===== src/core/dcs_defs.svh =====
`ifndef DCS_DEFS_SVH
`define DCS_DEFS_SVH
// register offsets in the memory window
`define DCS_OFF_DOTCLK      8'h24
`define DCS_OFF_SIG         8'h28
// reset values
`define DCS_DOTCLK_RESET    32'h00000000
`define DCS_SIG_RESET       32'h00000100
// writable bits; reserved bits read back as zero, read-only signature bits read back the signature
`define DCS_DOTCLK_WMASK    32'hdffffd07
`define DCS_SIG_WMASK       32'h000000ef
// field positions in the dot clock register
`define DCS_BIT_BYPASS      8
`define DCS_BIT_CLKON       11
`define DCS_BIT_PLUS1       23
`define DCS_FB_LSB          12
`define DCS_FB_MSB          22
// signature generator
`define DCS_SIG_SEED        24'h000001
`define DCS_SIG_POLY        24'h864cfb
// feedback code walk: code of count 1, largest count
`define DCS_FB_FIRST_CODE   11'h3ff
`define DCS_FB_MAX_COUNT    9'h190
// post divisor codes with special meaning
`define DCS_PD_ONE_CODE     5'h0f
`define DCS_PD_RESERVED     5'h1f
// lowest legal oscillator frequency, MHz (software keeps to it)
`define DCS_VCO_MIN_MHZ     140
`endif


===== src/core/dcs_pkg.sv =====
package dcs_pkg;
  // dot clock synthesiser configuration word
  typedef struct packed {
    logic        pllReset;
    logic        halfClockOff;
    logic        res29;
    logic [4:0]  postCode;
    logic        plus1;
    logic [10:0] fbCode;
    logic        clkOn;
    logic        dotSelect;
    logic        res9;
    logic        bypass;
    logic [1:0]  res7;
    logic        res5;
    logic [1:0]  res4;
    logic [2:0]  inCode;
  } dcs_dotcfg_t;

  // signature and panel configuration word
  typedef struct packed {
    logic [23:0] signature;
    logic        syncOverride;
    logic        invPanelClock;
    logic        invEvenClock;
    logic        res4;
    logic        srcPanel;
    logic        freeRun;
    logic        hsyncDelay;
    logic        sigEnable;
  } dcs_sigcfg_t;

  // pin inputs, all from outside the mclk domain
  typedef struct packed {
    logic        refClock;
    logic        pixelClock;
    logic        crtVsync;
    logic        crtHsync;
    logic        panelVsyncIn;
    logic        panelHsyncIn;
    logic        panelClockIn;
    logic        panelEvenIn;
    logic [23:0] rgbData;
    logic [17:0] panelData;
  } dcs_pins_t;

  typedef enum logic [1:0] {
    FB_IDLE   = 2'b00,
    FB_SEARCH = 2'b01,
    FB_DONE   = 2'b11
  } dcs_fbstate_t;

  typedef enum logic [1:0] {
    SIG_OFF  = 2'b00,
    SIG_ARM  = 2'b01,
    SIG_RUN  = 2'b11,
    SIG_HOLD = 2'b10
  } dcs_sigstate_t;
endpackage


===== src/core/dcs_dot_clock_sig.sv =====
`timescale 1ns/1ps
`include "dcs_defs.svh"
// Functional notes
// (RULE1) bypass set sends the reference straight to the dot clock output
// (RULE2) bypass set drives the oscillator control to its power-down level
// (RULE3) input divisor is the three-bit field plus two, 2 to 9
// (RULE4) software keeps the oscillator frequency above 140 MHz
// (RULE5) feedback divisor is twice the decoded count plus the adjust bit
// (RULE6) eleven-bit feedback code maps to counts 1 to 400 by a fixed walk
// (RULE7) upper 24 bits of the signature register are read-only signature
// (RULE8) sync override drives CRT syncs onto the panel sync pins
// (RULE9) panel clock invert bit inverts the panel clock output
// (RULE10) even clock invert bit inverts the even-pixel panel clock
// (RULE11) source bit picks RGB or panel data, panel in top six bits
// (RULE12) free-run captures every frame; clearing it stops at frame end
// (RULE13) override plus delay bit delays panel hsync by two more cycles
// (RULE14) software keeps the delay bit clear while override is clear
// (RULE15) signature enable low resets signature to 000001h and holds it
// (RULE16) enable high starts capture at next vsync, one update per pixel
// (RULE17) dot clock bit 5 is read-only reserved; writes are ignored
// (RULE18) five-bit post code selects divide 1 to 31, all-ones reserved
// (RULE19) run bit enables the synthesiser; post divide one forces it on
// (RULE20) dot clock rate is reference times feedback over input by post
// (RULE21) signature uses one fixed 24-bit compression step per pixel
module dcs_dot_clock_sig
  import dcs_pkg::*;
#(
  parameter int ACC_W = 16
) (
  input  wire logic        mclk,
  input  wire logic        rst,
  input  wire logic        regWrite,
  input  wire logic        regRead,
  input  wire logic [7:0]  regAddr,
  input  wire logic [31:0] regWrData,
  output      logic [31:0] regRdData,
  input  wire dcs_pins_t   pinsIn,
  output      logic        dotClock,
  output      logic        vcoPowerDown,
  output      logic        pllEnabled,
  output      logic [3:0]  pllInputDivisor,
  output      logic [9:0]  feedbackDivisor,
  output      logic [4:0]  postDivisor,
  output      logic        feedbackValid,
  output      logic        panelVerticalSyncPin,
  output      logic        panelHorizontalSyncPin,
  output      logic        panelClock,
  output      logic        panelEvenClock
);

  if (ACC_W < 12 || ACC_W > 24) begin : g_chk
    $error("ACC_W must lie between 12 and 24");
  end

  // one step of the feedback code walk, code(n-1) = step(code(n))
  function automatic logic [10:0] fbStep(input logic [10:0] c);
    fbStep = {c[9:0], ~(c[10] ^ c[8])};
  endfunction

  // post divisor encoding; reserved code yields zero
  function automatic logic [4:0] pdDecode(input logic [4:0] c);
    case (c)
      5'h00: pdDecode = 5'h08;  5'h01: pdDecode = 5'h06;
      5'h02: pdDecode = 5'h12;  5'h03: pdDecode = 5'h04;
      5'h04: pdDecode = 5'h0c;  5'h05: pdDecode = 5'h10;
      5'h06: pdDecode = 5'h18;  5'h07: pdDecode = 5'h02;
      5'h08: pdDecode = 5'h0a;  5'h09: pdDecode = 5'h14;
      5'h0a: pdDecode = 5'h0e;  5'h0b: pdDecode = 5'h1a;
      5'h0c: pdDecode = 5'h16;  5'h0d: pdDecode = 5'h1c;
      5'h0e: pdDecode = 5'h1e;  5'h0f: pdDecode = 5'h01;
      5'h10: pdDecode = 5'h09;  5'h11: pdDecode = 5'h07;
      5'h12: pdDecode = 5'h13;  5'h13: pdDecode = 5'h05;
      5'h14: pdDecode = 5'h0d;  5'h15: pdDecode = 5'h11;
      5'h16: pdDecode = 5'h19;  5'h17: pdDecode = 5'h03;
      5'h18: pdDecode = 5'h0b;  5'h19: pdDecode = 5'h15;
      5'h1a: pdDecode = 5'h0f;  5'h1b: pdDecode = 5'h1b;
      5'h1c: pdDecode = 5'h17;  5'h1d: pdDecode = 5'h1d;
      5'h1e: pdDecode = 5'h1f;
      default: pdDecode = 5'h00;
    endcase
  endfunction

  // ---------------- pin synchronisers ----------------
  dcs_pins_t pinS1, pinS2, pinPrev;
  always_ff @(posedge mclk or posedge rst) begin
    if (rst) begin
      pinS1   <= '0;
      pinS2   <= '0;
      pinPrev <= '0;
    end else begin
      pinS1   <= pinsIn;
      pinS2   <= pinS1;
      pinPrev <= pinS2;
    end
  end

  logic refEdge, pixEdge, vsEdge;
  assign refEdge = pinS2.refClock & ~pinPrev.refClock;
  assign pixEdge = pinS2.pixelClock & ~pinPrev.pixelClock;
  assign vsEdge  = pinS2.crtVsync & ~pinPrev.crtVsync;

  // ---------------- registers ----------------
  dcs_dotcfg_t dotCfg, next_dotCfg;
  dcs_sigcfg_t sigCfg, next_sigCfg;
  logic [23:0] sigValue, next_sigValue;
  logic [31:0] next_regRdData;
  logic        wrDot, wrSig;

  assign wrDot = regWrite && regAddr == `DCS_OFF_DOTCLK;
  assign wrSig = regWrite && regAddr == `DCS_OFF_SIG;

  // masked writes keep reserved bits at zero
  always_comb begin
    next_dotCfg = dotCfg;
    next_sigCfg = sigCfg;
    next_regRdData = 32'h00000000;
    if (wrDot) begin
      next_dotCfg = (regWrData & `DCS_DOTCLK_WMASK); // see (RULE17)
    end else if (wrSig) begin
      next_sigCfg = (regWrData & `DCS_SIG_WMASK); // see (RULE7)
    end
    if (regRead && regAddr == `DCS_OFF_DOTCLK) begin
      next_regRdData = dotCfg;
    end else if (regRead && regAddr == `DCS_OFF_SIG) begin
      next_regRdData = {sigValue, sigCfg[7:0]}; // see (RULE7)
    end
  end

  always_ff @(posedge mclk or posedge rst) begin
    if (rst) begin
      dotCfg    <= `DCS_DOTCLK_RESET;
      sigCfg    <= `DCS_SIG_RESET & `DCS_SIG_WMASK;
      regRdData <= 32'h00000000;
    end else begin
      dotCfg    <= next_dotCfg;
      sigCfg    <= next_sigCfg;
      regRdData <= next_regRdData;
    end
  end

  // ---------------- feedback code decoder ----------------
  // walks the code towards the count-1 code; one step a cycle saves a
  // 400-entry table at the price of up to 400 cycles after each write
  dcs_fbstate_t fbState, next_fbState;
  logic [10:0]  fbWalk, next_fbWalk;
  logic [8:0]   fbCount, next_fbCount;

  always_comb begin
    next_fbState = fbState;
    next_fbWalk  = fbWalk;
    next_fbCount = fbCount;
    case (fbState)
      FB_IDLE, FB_DONE: begin
        if (wrDot) begin
          next_fbState = FB_SEARCH;
          next_fbWalk  = regWrData[`DCS_FB_MSB:`DCS_FB_LSB];
          next_fbCount = 9'h001;
        end
      end
      default: begin
        if (wrDot) begin
          next_fbWalk  = regWrData[`DCS_FB_MSB:`DCS_FB_LSB];
          next_fbCount = 9'h001;
        end else if (fbWalk == `DCS_FB_FIRST_CODE) begin
          next_fbState = FB_DONE; // see (RULE6)
        end else if (fbCount == `DCS_FB_MAX_COUNT) begin
          next_fbState = FB_IDLE; // code outside the table
        end else begin
          next_fbWalk  = fbStep(fbWalk); // see (RULE6)
          next_fbCount = fbCount + 9'h001;
        end
      end
    endcase
  end

  always_ff @(posedge mclk or posedge rst) begin
    if (rst) begin
      fbState <= FB_IDLE;
      fbWalk  <= 11'h000;
      fbCount <= 9'h000;
    end else begin
      fbState <= next_fbState;
      fbWalk  <= next_fbWalk;
      fbCount <= next_fbCount;
    end
  end

  // ---------------- dot clock synthesis ----------------
  // fractional accumulator: each reference edge adds the feedback divisor,
  // each tick removes input times post divisor; one tick per mclk at most,
  // so ratios that would exceed mclk saturate the accumulator
  logic [ACC_W-1:0] acc, next_acc, accAdd, limit;
  logic [8:0]  limit9;
  logic        running, runOk, next_dotClock;
  logic [3:0]  next_inDiv;
  logic [9:0]  next_fbDiv;
  logic [4:0]  next_pdDiv;

  always_comb begin
    next_inDiv = {1'b0, dotCfg.inCode} + 4'h2; // see (RULE3)
    next_fbDiv = {fbCount, 1'b0} + {9'h000, dotCfg.plus1}; // see (RULE5)
    next_pdDiv = pdDecode(dotCfg.postCode); // see (RULE18)
    running = dotCfg.clkOn ||
              dotCfg.postCode == `DCS_PD_ONE_CODE; // see (RULE19)
    runOk = running && !dotCfg.pllReset && fbState == FB_DONE &&
            feedbackValid && postDivisor != 5'h00 && !dotCfg.bypass;
    limit9 = {5'h00, pllInputDivisor} * {4'h0, postDivisor};
    limit  = ACC_W'(limit9);
    accAdd = acc;
    if (refEdge && !acc[ACC_W-1]) begin
      accAdd = acc + ACC_W'(feedbackDivisor);
    end
    next_acc = '0;
    next_dotClock = 1'b0;
    if (dotCfg.bypass) begin
      next_dotClock = refEdge; // see (RULE1)
    end else if (runOk) begin
      if (accAdd >= limit) begin
        next_dotClock = 1'b1; // see (RULE20)
        next_acc = accAdd - limit;
      end else begin
        next_acc = accAdd;
      end
    end
  end

  always_ff @(posedge mclk or posedge rst) begin
    if (rst) begin
      acc             <= '0;
      dotClock        <= 1'b0;
      vcoPowerDown    <= 1'b0;
      pllEnabled      <= 1'b0;
      pllInputDivisor <= 4'h2;
      feedbackDivisor <= 10'h000;
      postDivisor     <= 5'h00;
      feedbackValid   <= 1'b0;
    end else begin
      acc             <= next_acc;
      dotClock        <= next_dotClock;
      vcoPowerDown    <= dotCfg.bypass; // see (RULE2)
      pllEnabled      <= running;
      pllInputDivisor <= next_inDiv;
      feedbackDivisor <= next_fbDiv;
      postDivisor     <= next_pdDiv;
      feedbackValid   <= fbState == FB_DONE && !wrDot;
    end
  end

  // ---------------- panel sync and clock pins ----------------
  logic [1:0] hsDelay;
  logic       next_pV, next_pH;

  always_comb begin
    next_pV = pinS2.panelVsyncIn;
    next_pH = pinS2.panelHsyncIn;
    if (sigCfg.syncOverride) begin
      next_pV = pinS2.crtVsync; // see (RULE8)
      next_pH = sigCfg.hsyncDelay ? hsDelay[1] // see (RULE13)
                                  : pinS2.crtHsync;
    end
  end

  // clocks pass through the synchroniser, so they lag by mclk cycles
  always_ff @(posedge mclk or posedge rst) begin
    if (rst) begin
      hsDelay                <= 2'b00;
      panelVerticalSyncPin   <= 1'b0;
      panelHorizontalSyncPin <= 1'b0;
      panelClock             <= 1'b0;
      panelEvenClock         <= 1'b0;
    end else begin
      hsDelay                <= {hsDelay[0], pinS2.crtHsync};
      panelVerticalSyncPin   <= next_pV;
      panelHorizontalSyncPin <= next_pH;
      panelClock     <= pinS2.panelClockIn ^ sigCfg.invPanelClock; // see (RULE9)
      panelEvenClock <= pinS2.panelEvenIn ^ sigCfg.invEvenClock; // see (RULE10)
    end
  end

  // ---------------- video signature ----------------
  dcs_sigstate_t sigState, next_sigState;
  logic [23:0]   pixWord;

  always_comb begin
    pixWord = pinS2.rgbData;
    if (sigCfg.srcPanel) begin
      pixWord = {pinS2.panelData[17:12], 2'b00, // see (RULE11)
                 pinS2.panelData[11:6], 2'b00,
                 pinS2.panelData[5:0], 2'b00};
    end
    next_sigState = sigState;
    next_sigValue = sigValue;
    case (sigState)
      SIG_OFF: begin
        next_sigValue = `DCS_SIG_SEED;
        if (sigCfg.sigEnable) next_sigState = SIG_ARM;
      end
      SIG_ARM: begin
        if (vsEdge) next_sigState = SIG_RUN; // see (RULE16)
      end
      SIG_RUN: begin
        if (vsEdge && !sigCfg.freeRun) begin
          next_sigState = SIG_HOLD; // see (RULE12)
        end else if (pixEdge) begin
          next_sigValue = {sigValue[22:0], 1'b0} ^ pixWord ^ // see (RULE21)
                          (sigValue[23] ? `DCS_SIG_POLY : 24'h000000);
        end
      end
      default: ;
    endcase
    if (!sigCfg.sigEnable) begin
      next_sigState = SIG_OFF;
      next_sigValue = `DCS_SIG_SEED; // see (RULE15)
    end
  end

  always_ff @(posedge mclk or posedge rst) begin
    if (rst) begin
      sigState <= SIG_OFF;
      sigValue <= `DCS_SIG_SEED;
    end else begin
      sigState <= next_sigState;
      sigValue <= next_sigValue;
    end
  end
endmodule


===== config.mk =====
export PLATFORM = sky130hd
export DESIGN_NAME = dcs_dot_clock_sig
export DESIGN_NICKNAME = d
export VERILOG_FILES = /design/src/core/dcs_pkg.sv /design/src/core/dcs_dot_clock_sig.sv
export VERILOG_INCLUDE_DIRS = /design/src /design/src/core
export SDC_FILE = /design/constraint.sdc
export NUM_CORES = 1
export LEC_CHECK = 0
export BUFFER_PORTS_ARGS = -buffer_cell sky130_fd_sc_hd__buf_2
export CAP_MARGIN = 20
export CORE_ASPECT_RATIO = 1.2
export CORE_MARGIN = 10
export CORE_UTILIZATION = 50
export DETAILED_ROUTE_END_ITERATION = 10
export PLACE_DENSITY = 0.68
export SYNTH_ARGS = -nofsm -noshare
export SYNTH_HDL_FRONTEND = slang
export SYNTH_SLANG_ARGS = --single-unit

===== constraint.sdc =====
create_clock -name mclk -period 13.2 [get_ports mclk]
set_clock_uncertainty 0.1 [all_clocks]
set_input_delay 3.96 -clock mclk [delete_from_list [all_inputs] [get_ports mclk]]
set_output_delay 3.96 -clock mclk [all_outputs]
set_load 0.05 [all_outputs]

==> results.yml <==
floorplanning:
  die_w_um: 157
  rows: 59
  die_area_mm2: 0.0288
  io_pins: 153
  fp.coreArea_mm2: 0.0219
  initial_utilization_pct: 51.2
  dieHeight_um: 184
place:
  dpl.hpwl_mm: 18.0
  gp_congestion: 0.889
  port_buffers: 148
  dpl_worst_slack_ns: 6.48
cts:
  cts_resized: 0
  clockBufferDepth: 3
  cts.htree.levels: 1
  hold_buffers: 0
  tritoncts: "yes"
  cts_made_buffers: 26
  clkTransAtPathRegs_ns: 0.06
  clock_latency_ns: 0.53
  cts_sinks: 259
  post_cts_buffers: 0
  root_buffer: "clkbuf_16"
sta:
  fin_ws_ns: 7.19
  relSlewSlack_pct: 28.9
  setup_viol: 0
  worst_pin_slew_ns: 1.07
  post-route-period-util_pct: 45.5
  hold_viol: 0
  setup-tns-final_ns: 0
  drv_slew: 0
  rsz0062_at_grt: "no"
  fmax_mhz: 166
  min_period_ns: 6.01
pwr:
  peakVddDrop_v: 0.000144
  p_leak_nw: 6.45
  powerDensity_mw_per_mm2: 135
global_routing:
  grt_pass1_vias: 7899
  grt_start_max_net_pins: 98
  grt_pass1_wl_mm: 40.5
  grt_usage_pct: 17.3
  grt-ovfl-total: 0
  antenna_found_initial: 2
critical_path:
  critical_path.cell_chain: "buf_2 > nor4b_2 > nand3_1 > buf_4 > inv_1 > nor4_1 > nand2_1 > o21ai_0"
  worst_ep_arrival_time_ns: 6.36
  crit_required_ns: 13.55
  cp_slowest_cell: "nor4_1"
  slowest_delay_ns: 0.86
  critPathLaunchType: "primary input"
  worst-setup-path-type: "primary input to flop"
  cp.buffers_inverters: 3
  end_kind: "flop"
  path_max_fanout: 31
  cp_top_family: "simple AND/OR/NAND/NOR gates"
final_layout:
  nFillCells: 1796
  drive_gt1_share_pct: 20.6
  final_nets: 1264
  diodes: 0
  area_growth_pct: 17.3
yosys:
  syn_area_per_cell_um2: 11.5
  synth_top_area_share_pct: 57.5
  ys_seq_elements: 259
  seq_area_frac_synth_pct: 58.0
  async_flop_share_pct: 100
  synth_edf_count: 0
  synth_flop_cell: "dfrtp_1"
  synth_area_leaders: "dfrtp_1 (58%), ha_1 (4.7%), nand2_1 (4.7%), xnor2_1 (3.0%), mux2i_1 (2.8%)"
  ys_top_cells_by_count: "dfrtp_1 (257), nand2_1 (139), o21ai_0 (50)"
  yosysTopAreaCell: "dfrtp_1"
  yosysMostFrequentCell: "dfrtp_1"
  syn_inst: 970
  yosys_warnings: 0
  synth_fp_nets: 1114
  synth_area_mm2: 0.0112
  ys_types: 71
status:
  status: "finished clean"
route:
  viasPerCell: 5.35
  drc: 0
  wire_per_inst_um: 17.5
  drt_iter0_drc: 389
  ant_nets: 0
  routed_wl_mm: 24.7
  firstDrtPassIters: 5
  via_count: 7550
run:
  cap_violations: 0
hold_path:
  min_path_type: "flop to flop"
[per-stage QoR]
step	std cells	hold WS (ns)	cell area [um2]	power, mW	util [%]
finish	1412	0.241	13100	1.78	60.0
global placement	1363	0.233	12200	1.03	55.8
detailed placement	1365	0.235	12200	1.04	55.8
CTS	1411	0.243	13100	1.80	59.9
floorplan	970	0.231	11200	0.984	-
global route	1412	0.248	13100	1.86	60.0
[flip-flops by register name, summed over array words and instances (netlist names), 4 cells and up]
register,flops
acc,16
dotCfg,25
fbCount,9
fbWalk,11
feedbackDivisor,10
pinS1,50
pinS2,50
pllInputDivisor,4
postDivisor,5
regRdData,31
sigCfg,7
sigValue,24
[cells in the final DEF (no fill, tap or decap), types with 5 or more instances in the layout]
cell / n
nand3_1: 27
ha_1: 42
a21oi_1: 45
nor3_1: 16
fa_1: 8
clkbuf_16: 26
o21ai_0: 50
nand2b_1: 6
xor2_1: 20
a21o_1: 12
a22o_1: 26
a21boi_0: 6
inv_1: 28
nand2_1: 139
o21bai_1: 5
o211ai_1: 7
buf_2: 148
buf_4: 8
nor2_1: 31
xnor2_1: 38
nand4_1: 9
nor2b_1: 11
and3_1: 6
o21ai_1: 9
mux2_2: 9
dfrtp_1: 257
and2_1: 25
mux2i_1: 31
[layer usage]
layer | track usage, % | up-vias | routed length [um]
met1 | 21.4 | 3677 | 10400
li1 | - | 3658 | -
met5 | 0 | - | 13
met3 | 3.84 | 43 | 1250
met4 | 4.57 | 2 | 542
met2 | 29.8 | 170 | 12500
[area by class of cell]
type,instances,area (um2),area share (%)
clock buffer,32,693,5.28
clock inverter,14,200,1.53
inverter,30,120,0.915
multi-input combinational,646,4450,33.9
sequential,259,6480,49.4
tap,274,343,2.61
timing repair buffer,157,828,6.31
[path summary, 6_finish.rpt]
check	end	start	cells past startpoint	slack, ns
max in group asynchronous	sigValue[0]$_DFFE_PP1P_	rst	5	7.44
min reg2reg	pinS2[3]$_DFF_PP0_	pinS1[3]$_DFF_PP0_	0	0.24
min in group asynchronous	dotCfg[13]$_DFFE_PP0P_	rst	2	3.44
max	fbCount[8]$_DFFE_PP0P_	regAddr[5]	8	7.19
max reg2reg	acc[10]$_DFF_PP0_	pllInputDivisor[1]$_DFF_PP1_	18	8.15
min	pinS2[3]$_DFF_PP0_	pinS1[3]$_DFF_PP0_	0	0.24
[power by group]
part           leakage, nW  internal, mW  switching (mW)
Clock                0.427         0.453           0.302
Sequential            3.28         0.824          0.0201
Combinational         2.74        0.0692           0.108
[cells by family after synthesis]
kind of cell | Yosys count | synth area share, %
and+or+nand+nor | 298 | 13.0
muxes | 42 | 4.08
buffers and inverters | 65 | 2.28
xor gates and xnor gates | 59 | 4.69
other | 1 | 0.0335
AOI/OAI and AO/OA | 196 | 11.8
DFF | 259 | 58.0
adders and majority gates | 50 | 6.13
No activity file was read; power rests on OpenSTA's default activity.
